<file path="src/verilog/pcfp_cfg.svh">
// constants of the program counter and fetch pipeline control
`ifndef PCFP_CFG_SVH
`define PCFP_CFG_SVH

// program counter geometry
`define PCFP_PC_W        21
`define PCFP_PC_RESET    21'h0_0000
`define PCFP_PC_STEP     21'h0_0002

// register port offsets
`define PCFP_REG_PCL     2'h0
`define PCFP_REG_LATH    2'h1
`define PCFP_REG_LATU    2'h2
`define PCFP_REG_STAT    2'h3

// opcode fields, compared against the top bits of a word
`define PCFP_OP_GOTO     8'hEF
`define PCFP_OP_CALL     7'h76
`define PCFP_OP_LPTR     8'hEE
`define PCFP_OP_FMOVE    4'hC
`define PCFP_OP_SECOND   4'hF
`define PCFP_OP_BRA      5'h1A
`define PCFP_OP_RELATIVE_CALL    5'h1B
`define PCFP_OP_BCOND    5'h1C

`endif

</file>
<file path="src/verilog/pcfp_pkg.sv">
// types shared by the fetch pipeline control files
package pcfp_pkg;
    typedef logic [20:0] pcfp_addr_t;
    typedef logic [15:0] pcfp_word_t;

    // what the word in the instruction latch is doing this cycle
    typedef enum logic [1:0] {
        kind_nop    = 2'b00,
        kind_single = 2'b01,
        kind_first  = 2'b10,
        kind_second = 2'b11
    } pcfp_kind_t;

    // one-hot quadrature phase within an instruction cycle
    typedef enum logic [3:0] {
        ph_one   = 4'b0001,
        ph_two   = 4'b0010,
        ph_three = 4'b0100,
        ph_four  = 4'b1000
    } pcfp_phase_t;
endpackage
</file>
<file path="src/verilog/pcfp_core.sv">
// program counter, latches and two-stage fetch/execute pipeline control
//
// Local design decisions: the address-and-strobe port and the register offsets.
`timescale 1ns/10ps
`default_nettype none
`include "pcfp_cfg.svh"

// Notes on behaviour
// - the program counter is a 21-bit byte address of the next fetch.
// - only the low byte is software visible; bits 20:8 are hidden.
// - counter bit zero is always zero, keeping fetches word aligned.
// - sequential fetch advances the counter by two bytes.
// - calls, gotos and branches load the counter; latches stay untouched.
// - a low byte write also loads both latches into bits 20:8.
// - a low byte read copies bits 20:8 into both latches.
// - the clock is divided by four into four one-hot phases.
// - counter steps in phase one; fetched word latched at phase four.
// - next fetch overlaps current execution; one cycle per word, two for a taken branch.
// - operand read strobe in phase two, destination write in phase four.
// - a relative branch or low byte write discards the prefetched word; takes two cycles.
// - instructions are one or two words on even byte addresses.
// - absolute call and goto write their word address to bits 20:1.
// - branch offsets count instruction words, not bytes.
// - move, call, goto, pointer load are two words; second starts 0xF.
// - a first word executing uses the next word's low 12 bits.
// - a second word reached on its own executes as a no-operation.
// - every reset starts fetching at address zero.
module pcfp_core (
    input  wire logic                ref_clk,
    input  wire logic                rst,
    input  wire logic                clk_en,
    input  wire logic [1:0]          reg_addr,
    input  wire logic [7:0]          reg_wdata,
    input  wire logic                reg_wr,
    input  wire logic                reg_rd,
    output var  logic [7:0]          reg_rdata_q,
    output var  pcfp_pkg::pcfp_addr_t pm_addr_q,
    output var  logic                pm_rd_q,
    input  wire pcfp_pkg::pcfp_word_t pm_rdata,
    input  wire logic                br_cond,
    input  wire logic                exec_skip,
    output var  pcfp_pkg::pcfp_word_t exec_word_q,
    output var  pcfp_pkg::pcfp_kind_t exec_kind_q,
    output var  logic [11:0]         opnd_q,
    output var  logic                opnd_valid_q,
    output var  logic                data_rd_q,
    output var  logic                data_wr_q,
    output var  pcfp_pkg::pcfp_phase_t phase_q
);
    import pcfp_pkg::*;

    pcfp_addr_t  pc_q;
    pcfp_addr_t  pc_d;
    logic [7:0]  lath_q;
    logic [7:0]  lath_d;
    logic [4:0]  latu_q;
    logic [4:0]  latu_d;
    pcfp_addr_t  instr_addr_q;
    logic        flush_pend_q;
    pcfp_kind_t  kind_in;

    // phase sequencer, the only divider of the input clock
    pcfp_phase_gen u_phase (
        .ref_clk (ref_clk),
        .rst     (rst),
        .clk_en  (clk_en),
        .phase_q (phase_q)
    );

    // phase enables, all frozen with the clock enable
    wire logic ph1 = clk_en & phase_q[0];
    wire logic ph3 = clk_en & phase_q[2];
    wire logic ph4 = clk_en & phase_q[3];

    // register port decode
    wire logic wr_pcl  = clk_en & reg_wr & (reg_addr == `PCFP_REG_PCL);
    wire logic wr_lath = clk_en & reg_wr & (reg_addr == `PCFP_REG_LATH);
    wire logic wr_latu = clk_en & reg_wr & (reg_addr == `PCFP_REG_LATU);
    wire logic rd_pcl  = clk_en & reg_rd & (reg_addr == `PCFP_REG_PCL);
    wire logic [12:0] pc_hi = pc_q[20:8];

    // decode of the word now executing
    wire logic executing = (exec_kind_q == kind_single)
                         | (exec_kind_q == kind_first);
    wire logic is_abs  = (exec_word_q[15:8] == `PCFP_OP_GOTO)
                       | (exec_word_q[15:9] == `PCFP_OP_CALL);
    wire logic rel_unc = (exec_word_q[15:11] == `PCFP_OP_BRA)
                       | (exec_word_q[15:11] == `PCFP_OP_RELATIVE_CALL);
    wire logic rel_cnd = (exec_word_q[15:11] == `PCFP_OP_BCOND);

    // control transfers decided at the end of the execute cycle
    wire logic abs_take  = ph4 & (exec_kind_q == kind_first) & is_abs;
    wire logic rel_take  = ph4 & (exec_kind_q == kind_single)
                         & (rel_unc | (rel_cnd & br_cond));
    wire logic skip_take = ph4 & (exec_kind_q == kind_single) & exec_skip;

    // word address of the goto target sits in two instruction words
    wire pcfp_addr_t abs_target = {pm_rdata[11:0], exec_word_q[7:0],
                                   1'b0};

    // offsets are in words, so they are doubled before the add
    wire pcfp_addr_t rel_words = rel_unc
        ? {{10{exec_word_q[10]}}, exec_word_q[10:0]}
        : {{13{exec_word_q[7]}}, exec_word_q[7:0]};
    wire pcfp_addr_t rel_bytes = {rel_words[19:0], 1'b0};
    wire pcfp_addr_t rel_target = instr_addr_q + `PCFP_PC_STEP
                                + rel_bytes;

    // the incoming word is discarded when the counter moved under it
    wire logic flush_in = flush_pend_q | wr_pcl | rel_take
                        | skip_take;

    // classification of the word arriving from program memory
    wire logic in_second = (pm_rdata[15:12] == `PCFP_OP_SECOND);
    wire logic in_first  = (pm_rdata[15:8] == `PCFP_OP_GOTO)
                         | (pm_rdata[15:9] == `PCFP_OP_CALL)
                         | (pm_rdata[15:8] == `PCFP_OP_LPTR)
                         | (pm_rdata[15:12] == `PCFP_OP_FMOVE);

    // a second word counts only right behind its own first word
    always_comb begin
        if (flush_in) begin
            kind_in = kind_nop;
        end else if (exec_kind_q == kind_first) begin
            kind_in = kind_second;
        end else if (in_second) begin
            kind_in = kind_nop;
        end else if (in_first) begin
            kind_in = kind_first;
        end else begin
            kind_in = kind_single;
        end
    end

    // counter next value: software write beats a jump beats the step
    always_comb begin
        if (wr_pcl) begin
            pc_d = {latu_q, lath_q, reg_wdata[7:1], 1'b0};
        end else if (abs_take) begin
            pc_d = abs_target;
        end else if (rel_take) begin
            pc_d = rel_target;
        end else if (ph1) begin
            pc_d = pc_q + `PCFP_PC_STEP;
        end else begin
            pc_d = pc_q;
        end
    end

    // latches follow software only; jumps never touch them
    always_comb begin
        if (wr_lath) begin
            lath_d = reg_wdata;
        end else if (rd_pcl) begin
            lath_d = pc_q[15:8];
        end else begin
            lath_d = lath_q;
        end
        if (wr_latu) begin
            latu_d = reg_wdata[4:0];
        end else if (rd_pcl) begin
            latu_d = pc_q[20:16];
        end else begin
            latu_d = latu_q;
        end
    end

    // read mux; the status byte shows pipeline state and phase
    wire logic [7:0] rd_mux =
        (reg_addr == `PCFP_REG_PCL)  ? pc_q[7:0] :
        (reg_addr == `PCFP_REG_LATH) ? lath_q :
        (reg_addr == `PCFP_REG_LATU) ? {3'b000, latu_q} :
        {1'b0, flush_pend_q, exec_kind_q, phase_q};

    // counter and latches; bit zero can only ever load zero
    always_ff @(posedge ref_clk) begin
        if (rst) begin
            pc_q   <= `PCFP_PC_RESET;
            lath_q <= 8'h00;
            latu_q <= 5'h00;
        end else if (clk_en) begin
            pc_q   <= pc_d;
            lath_q <= lath_d;
            latu_q <= latu_d;
        end
    end

    // register read answer stands for one enabled cycle, then clears unless read again
    always_ff @(posedge ref_clk) begin
        if (rst) begin
            reg_rdata_q <= 8'h00;
        end else if (clk_en) begin
            reg_rdata_q <= reg_rd ? rd_mux : 8'h00;
        end
    end

    // a software write mid-cycle poisons the word fetched meanwhile
    always_ff @(posedge ref_clk) begin
        if (rst) begin
            flush_pend_q <= 1'b0;
        end else if (clk_en) begin
            flush_pend_q <= ph4 ? 1'b0 : (flush_pend_q | wr_pcl);
        end
    end

    // fetch stage: address issued at the end of phase one
    always_ff @(posedge ref_clk) begin
        if (rst) begin
            pm_addr_q <= `PCFP_PC_RESET;
            pm_rd_q   <= 1'b0;
        end else if (clk_en) begin
            pm_rd_q <= phase_q[0];
            if (phase_q[0]) begin
                pm_addr_q <= pc_q;
            end
        end
    end

    // instruction latch loads at the end of phase four
    always_ff @(posedge ref_clk) begin
        if (rst) begin
            exec_word_q  <= 16'h0000;
            exec_kind_q  <= kind_nop;
            instr_addr_q <= `PCFP_PC_RESET;
            opnd_q       <= 12'h000;
            opnd_valid_q <= 1'b0;
        end else if (ph4) begin
            exec_word_q  <= pm_rdata;
            exec_kind_q  <= kind_in;
            instr_addr_q <= pm_addr_q;
            opnd_q       <= pm_rdata[11:0];
            opnd_valid_q <= (kind_in == kind_second);
        end
    end

    // data memory strobes: read in phase two, write in phase four
    always_ff @(posedge ref_clk) begin
        if (rst) begin
            data_rd_q <= 1'b0;
            data_wr_q <= 1'b0;
        end else if (clk_en) begin
            data_rd_q <= phase_q[0] & executing;
            data_wr_q <= phase_q[2] & executing;
        end
    end
endmodule
`default_nettype wire

</file>
<file path="src/verilog/pcfp_phase_gen.sv">
// divide-by-four quadrature phase generator
`timescale 1ns/10ps
`default_nettype none
`include "pcfp_cfg.svh"

module pcfp_phase_gen (
    input  wire logic                ref_clk,
    input  wire logic                rst,
    input  wire logic                clk_en,
    output var  pcfp_pkg::pcfp_phase_t phase_q
);
    import pcfp_pkg::*;

    pcfp_phase_t phase_d;

    // rotate one phase per enabled clock; a corrupt code restarts at one
    always_comb begin
        unique case (phase_q)
            ph_one:   phase_d = ph_two;
            ph_two:   phase_d = ph_three;
            ph_three: phase_d = ph_four;
            ph_four:  phase_d = ph_one;
            default:  phase_d = ph_one;
        endcase
    end

    always_ff @(posedge ref_clk) begin
        if (rst) begin
            phase_q <= ph_one;
        end else if (clk_en) begin
            phase_q <= phase_d;
        end
    end
endmodule
`default_nettype wire

</file>
<file path="config.mk">
export PLATFORM = sky130hd
export DESIGN_NAME = pcfp_core
export DESIGN_NICKNAME = d
export VERILOG_FILES = /design/src/verilog/pcfp_pkg.sv /design/src/verilog/pcfp_core.sv /design/src/verilog/pcfp_phase_gen.sv
export VERILOG_INCLUDE_DIRS = /design/src /design/src/verilog
export SDC_FILE = /design/constraint.sdc
export NUM_CORES = 1
export LEC_CHECK = 0
export BUFFER_PORTS_ARGS = -buffer_cell sky130_fd_sc_hd__buf_4
export CAP_MARGIN = 20
export CORE_MARGIN = 2
export CORE_UTILIZATION = 62
export DETAILED_ROUTE_END_ITERATION = 7
export PLACE_DENSITY = 0.83
export SLEW_MARGIN = 20
export SYNTH_ARGS = -nofsm -noshare
export SYNTH_HDL_FRONTEND = slang
export SYNTH_SLANG_ARGS = --single-unit
</file>
<file path="constraint.sdc">
create_clock -name ref_clk -period 5.86 [get_ports ref_clk]
set_input_delay 0.586 -clock ref_clk [delete_from_list [all_inputs] [get_ports ref_clk]]
set_output_delay 0.586 -clock ref_clk [all_outputs]
set_load 0.05 [all_outputs]
</file>
==> flow_metrics.env <==
export IMPL_use_met1_pct=45.4
export IMPL_fp_dieH_um=108
export IMPL_path_class="flip-flop to flip-flop"
export IMPL_dieArea_um2=11600
export IMPL_fin_crit_ns=3.42
export IMPL_seqCellArea_um2=2220
export IMPL_grt_pass1_wl_um=31600
export IMPL_ctsLongestPathBuffers=2
export IMPL_drt_total_wl_um=19900
export IMPL_power_density_nw_per_um2=199
export IMPL_rsz0062_at_grt="false"
export IMPL_cts_tree="built"
export IMPL_hold_class="primary input to flip-flop"
export IMPL_first_global_vias=6157
export IMPL_place_hpwl_um=14400
export IMPL_wl_per_cell_um=19.4
export IMPL_path_cells="nand4b_1 -> and2_1 -> a41o_1 -> ha_1 -> ha_1 -> a2111oi_2 -> a211oi_2 -> o211ai_1 -> mux2_2 -> o32ai_1"
export IMPL_synth_ff_type="dfxtp_1"
export IMPL_cts_setup_buffers=0
export IMPL_hold_viol=0
export IMPL_netlist_area_um2=6640
export IMPL_synth_distinct_cells=71
export IMPL_drc_errors=0
export IMPL_n_antenna_cell=0
export IMPL_gr_usage_met2_pct=58.5
export IMPL_synth_seq_cells=111
export IMPL_insertion_delay_ns=0.39
export IMPL_tightest_slew_ns=0.853
export IMPL_place_area_um2=7260
export IMPL_crit_buf_inv=0
export IMPL_synth_top_area_share_pct=33.5
export IMPL_ys_warn_count=0
export IMPL_syn_nets=912
export IMPL_synth_edff_count=0
export IMPL_grt_max_degree=113
export IMPL_multi_input_area_um2=4030
export IMPL_final_core_util_pct=72.3
export IMPL_antenna_found_initial=0
export IMPL_tns_ns=0
export IMPL_hold_slack_ns=0.451
export IMPL_async_reset_ff_share_pct=0
export IMPL_synthTopCellsByArea="dfxtp_1, nand2_1, a21oi_1, ha_1, nor2_1"
export IMPL_syn_area_per_cell_um2=7.93
export IMPL_worst_path_max_delay_cell="a2111oi_2"
export IMPL_root_buffer="clkbuf_8"
export IMPL_viasPerCell=6.48
export IMPL_synthTopCellsByCount="nand2_1, dfxtp_1, a21oi_1"
export IMPL_syn_to_final_growth_pct=12.9
export IMPL_drtIter0Drc=726
export IMPL_critPathMaxStageDelay_ns=0.53
export IMPL_cp_top_family="compound AO/OA/AOI/OAI gates"
export IMPL_fillers=855
export IMPL_place_gp_congestion=0.947
export IMPL_vdd_ir_drop_max_uv=231
export IMPL_grtUsageMet3_pct=4.66
export IMPL_crit_arrival_ns=3.72
export IMPL_numCtsBuffers=9
export IMPL_core_um2=10400
export IMPL_yosysTopAreaCell="dfxtp_1"
export IMPL_h_tree_depth=3
export IMPL_overflow=0
export IMPL_layout_drive_gt1_share_pct=16.4
export IMPL_yosysMostFrequentCell="nand2_1"
export IMPL_dr_pass1_iters=5
export IMPL_hold_buffers=0
export IMPL_grtUsageTotal_pct=35.1
export IMPL_skew_ns=0.0106
export IMPL_port_buffers=99
export IMPL_clkSlewWorstSetupHoldPaths_ns=0.11
export IMPL_die_width_um=108
export IMPL_timing_critical_path_mode_cell="ha_1"
export IMPL_postRouteAntennaNets=0
export IMPL_cts_resized=0
export IMPL_p_leak_nw=3.07
export IMPL_fin_crit_sh_pct=58.4
export IMPL_busiest_layer="met2"
export IMPL_initial_core_util_pct=64.1
export IMPL_cts_sinks=111
export IMPL_maxClockFrequency_mhz=292
export IMPL_synth_cells=838
export IMPL_final_area_um2=7500
export IMPL_yosysSeqAreaShare_pct=33.5
export IMPL_status="complete, no violations"
export IMPL_slew_headroom_pct=43.0
export IMPL_crit_path_start_kind="flip-flop"
export IMPL_required_ns=6.16
export IMPL_vias=6656
export IMPL_worstPathMaxFanout=6
export IMPL_pin_count=100
export IMPL_rows=37
export IMPL_drv_slew=0
export IMPL_layout_nets=961
export IMPL_maxCapViolCount=0
export IMPL_setup_viol_count_final=0
export IMPL_endpoint_kind="flip-flop"
-- cell usage in the layout, fill, tap and decap left out, drive strengths merged, types with 9 or more instances in the layout --
cell / n
nand2: 160
nand3: 16
mux2i: 13
nor2: 61
clkbuf: 10
ha: 40
buf: 105
nor3: 14
nor4: 9
inv: 17
xnor2: 16
a21oi: 108
a22oi: 15
a211oi: 21
o211ai: 12
dfxtp: 111
o21ai: 29
-- where the power goes --
| group | leakage [nW] | internal, mW | switching (mW) |
|---|---|---|---|
| Sequential | 0.898 | 0.772 | 0.0304 |
| Combinational | 2.06 | 0.0640 | 0.110 |
| Clock | 0.112 | 0.251 | 0.269 |
| Total | 3.07 | 1.09 | 0.409 |
-- flip-flops by register name, summed over array words and instances (netlist names), 2 cells and up --
signal and count:
exec_word_q 16, instr_addr_q 21, pc_q 21, exec_kind_q 2
pm_addr_q 21, latu_q 5, reg_rdata_q 8, lath_q 8
u_phase.phase_q 4
-- cells by family (layout without fill, tap and decap cells) --
logic type | Yosys count | in the layout | share of synthesized area [%]
simple gates | 314 | 314 | 21.9
compound gates | 241 | 241 | 23.0
flops | 111 | 111 | 33.5
buf+inv | 84 | 137 | 6.14
fa+ha+maj | 41 | 41 | 7.84
xor+xnor | 24 | 24 | 3.16
mux | 23 | 23 | 4.50
-- per-layer routing --
| metal | vias up | wire (um) | share of wire (%) |
|---|---|---|---|
| met3 | 65 | 1530 | 7.7 |
| met1 | 3122 | 8270 | 41 |
| li1 | 3079 | - | - |
| met2 | 390 | 9400 | 47 |
| met5 | - | 0 | 0 |
| met4 | 0 | 733 | 3.7 |
-- layout make-up --
cell class / instances / share of cell area (%)
clock inverter: 5 / 1.10
clock buffer: 10 / 1.84
inverter: 17 / 0.851
timing repair buffer: 105 / 10.6
sequential: 111 / 29.6
multi-input combinational: 643 / 53.7
tap: 136 / 2.27
-- worst min-delay path: stages --
cell     delay [ns]
buf_4          0.12
nand2_1        0.05
a21oi_1        0.05
-- path summary, 6_finish.rpt --
path	start	to	slack [ns]	depth (start not counted)
hold / removal	pm_rdata[12]	exec_word_q[12]$_SDFFE_PP0P_	0.45	3
hold reg to reg	instr_addr_q[7]$_SDFFE_PP0P_	instr_addr_q[7]$_SDFFE_PP0P_	0.46	2
setup reg to reg	exec_word_q[12]$_SDFFE_PP0P_	pc_q[20]$_SDFFE_PP0P_	2.44	10
setup / recovery	exec_word_q[12]$_SDFFE_PP0P_	pc_q[20]$_SDFFE_PP0P_	2.44	10
-- metrics by stage --
stage / worst slack (ns) / cells / power, mW
after global routing: 2.19 / 1027 / 1.54
after floorplan: 2.42 / 838 / 0.923
final: 2.44 / 1027 / 1.50
after detailed placement: 2.49 / 1011 / 0.987
after global placement: 2.58 / 1011 / 0.982
after CTS: 2.45 / 1026 / 1.49
Power figures use the tool's default switching activity.
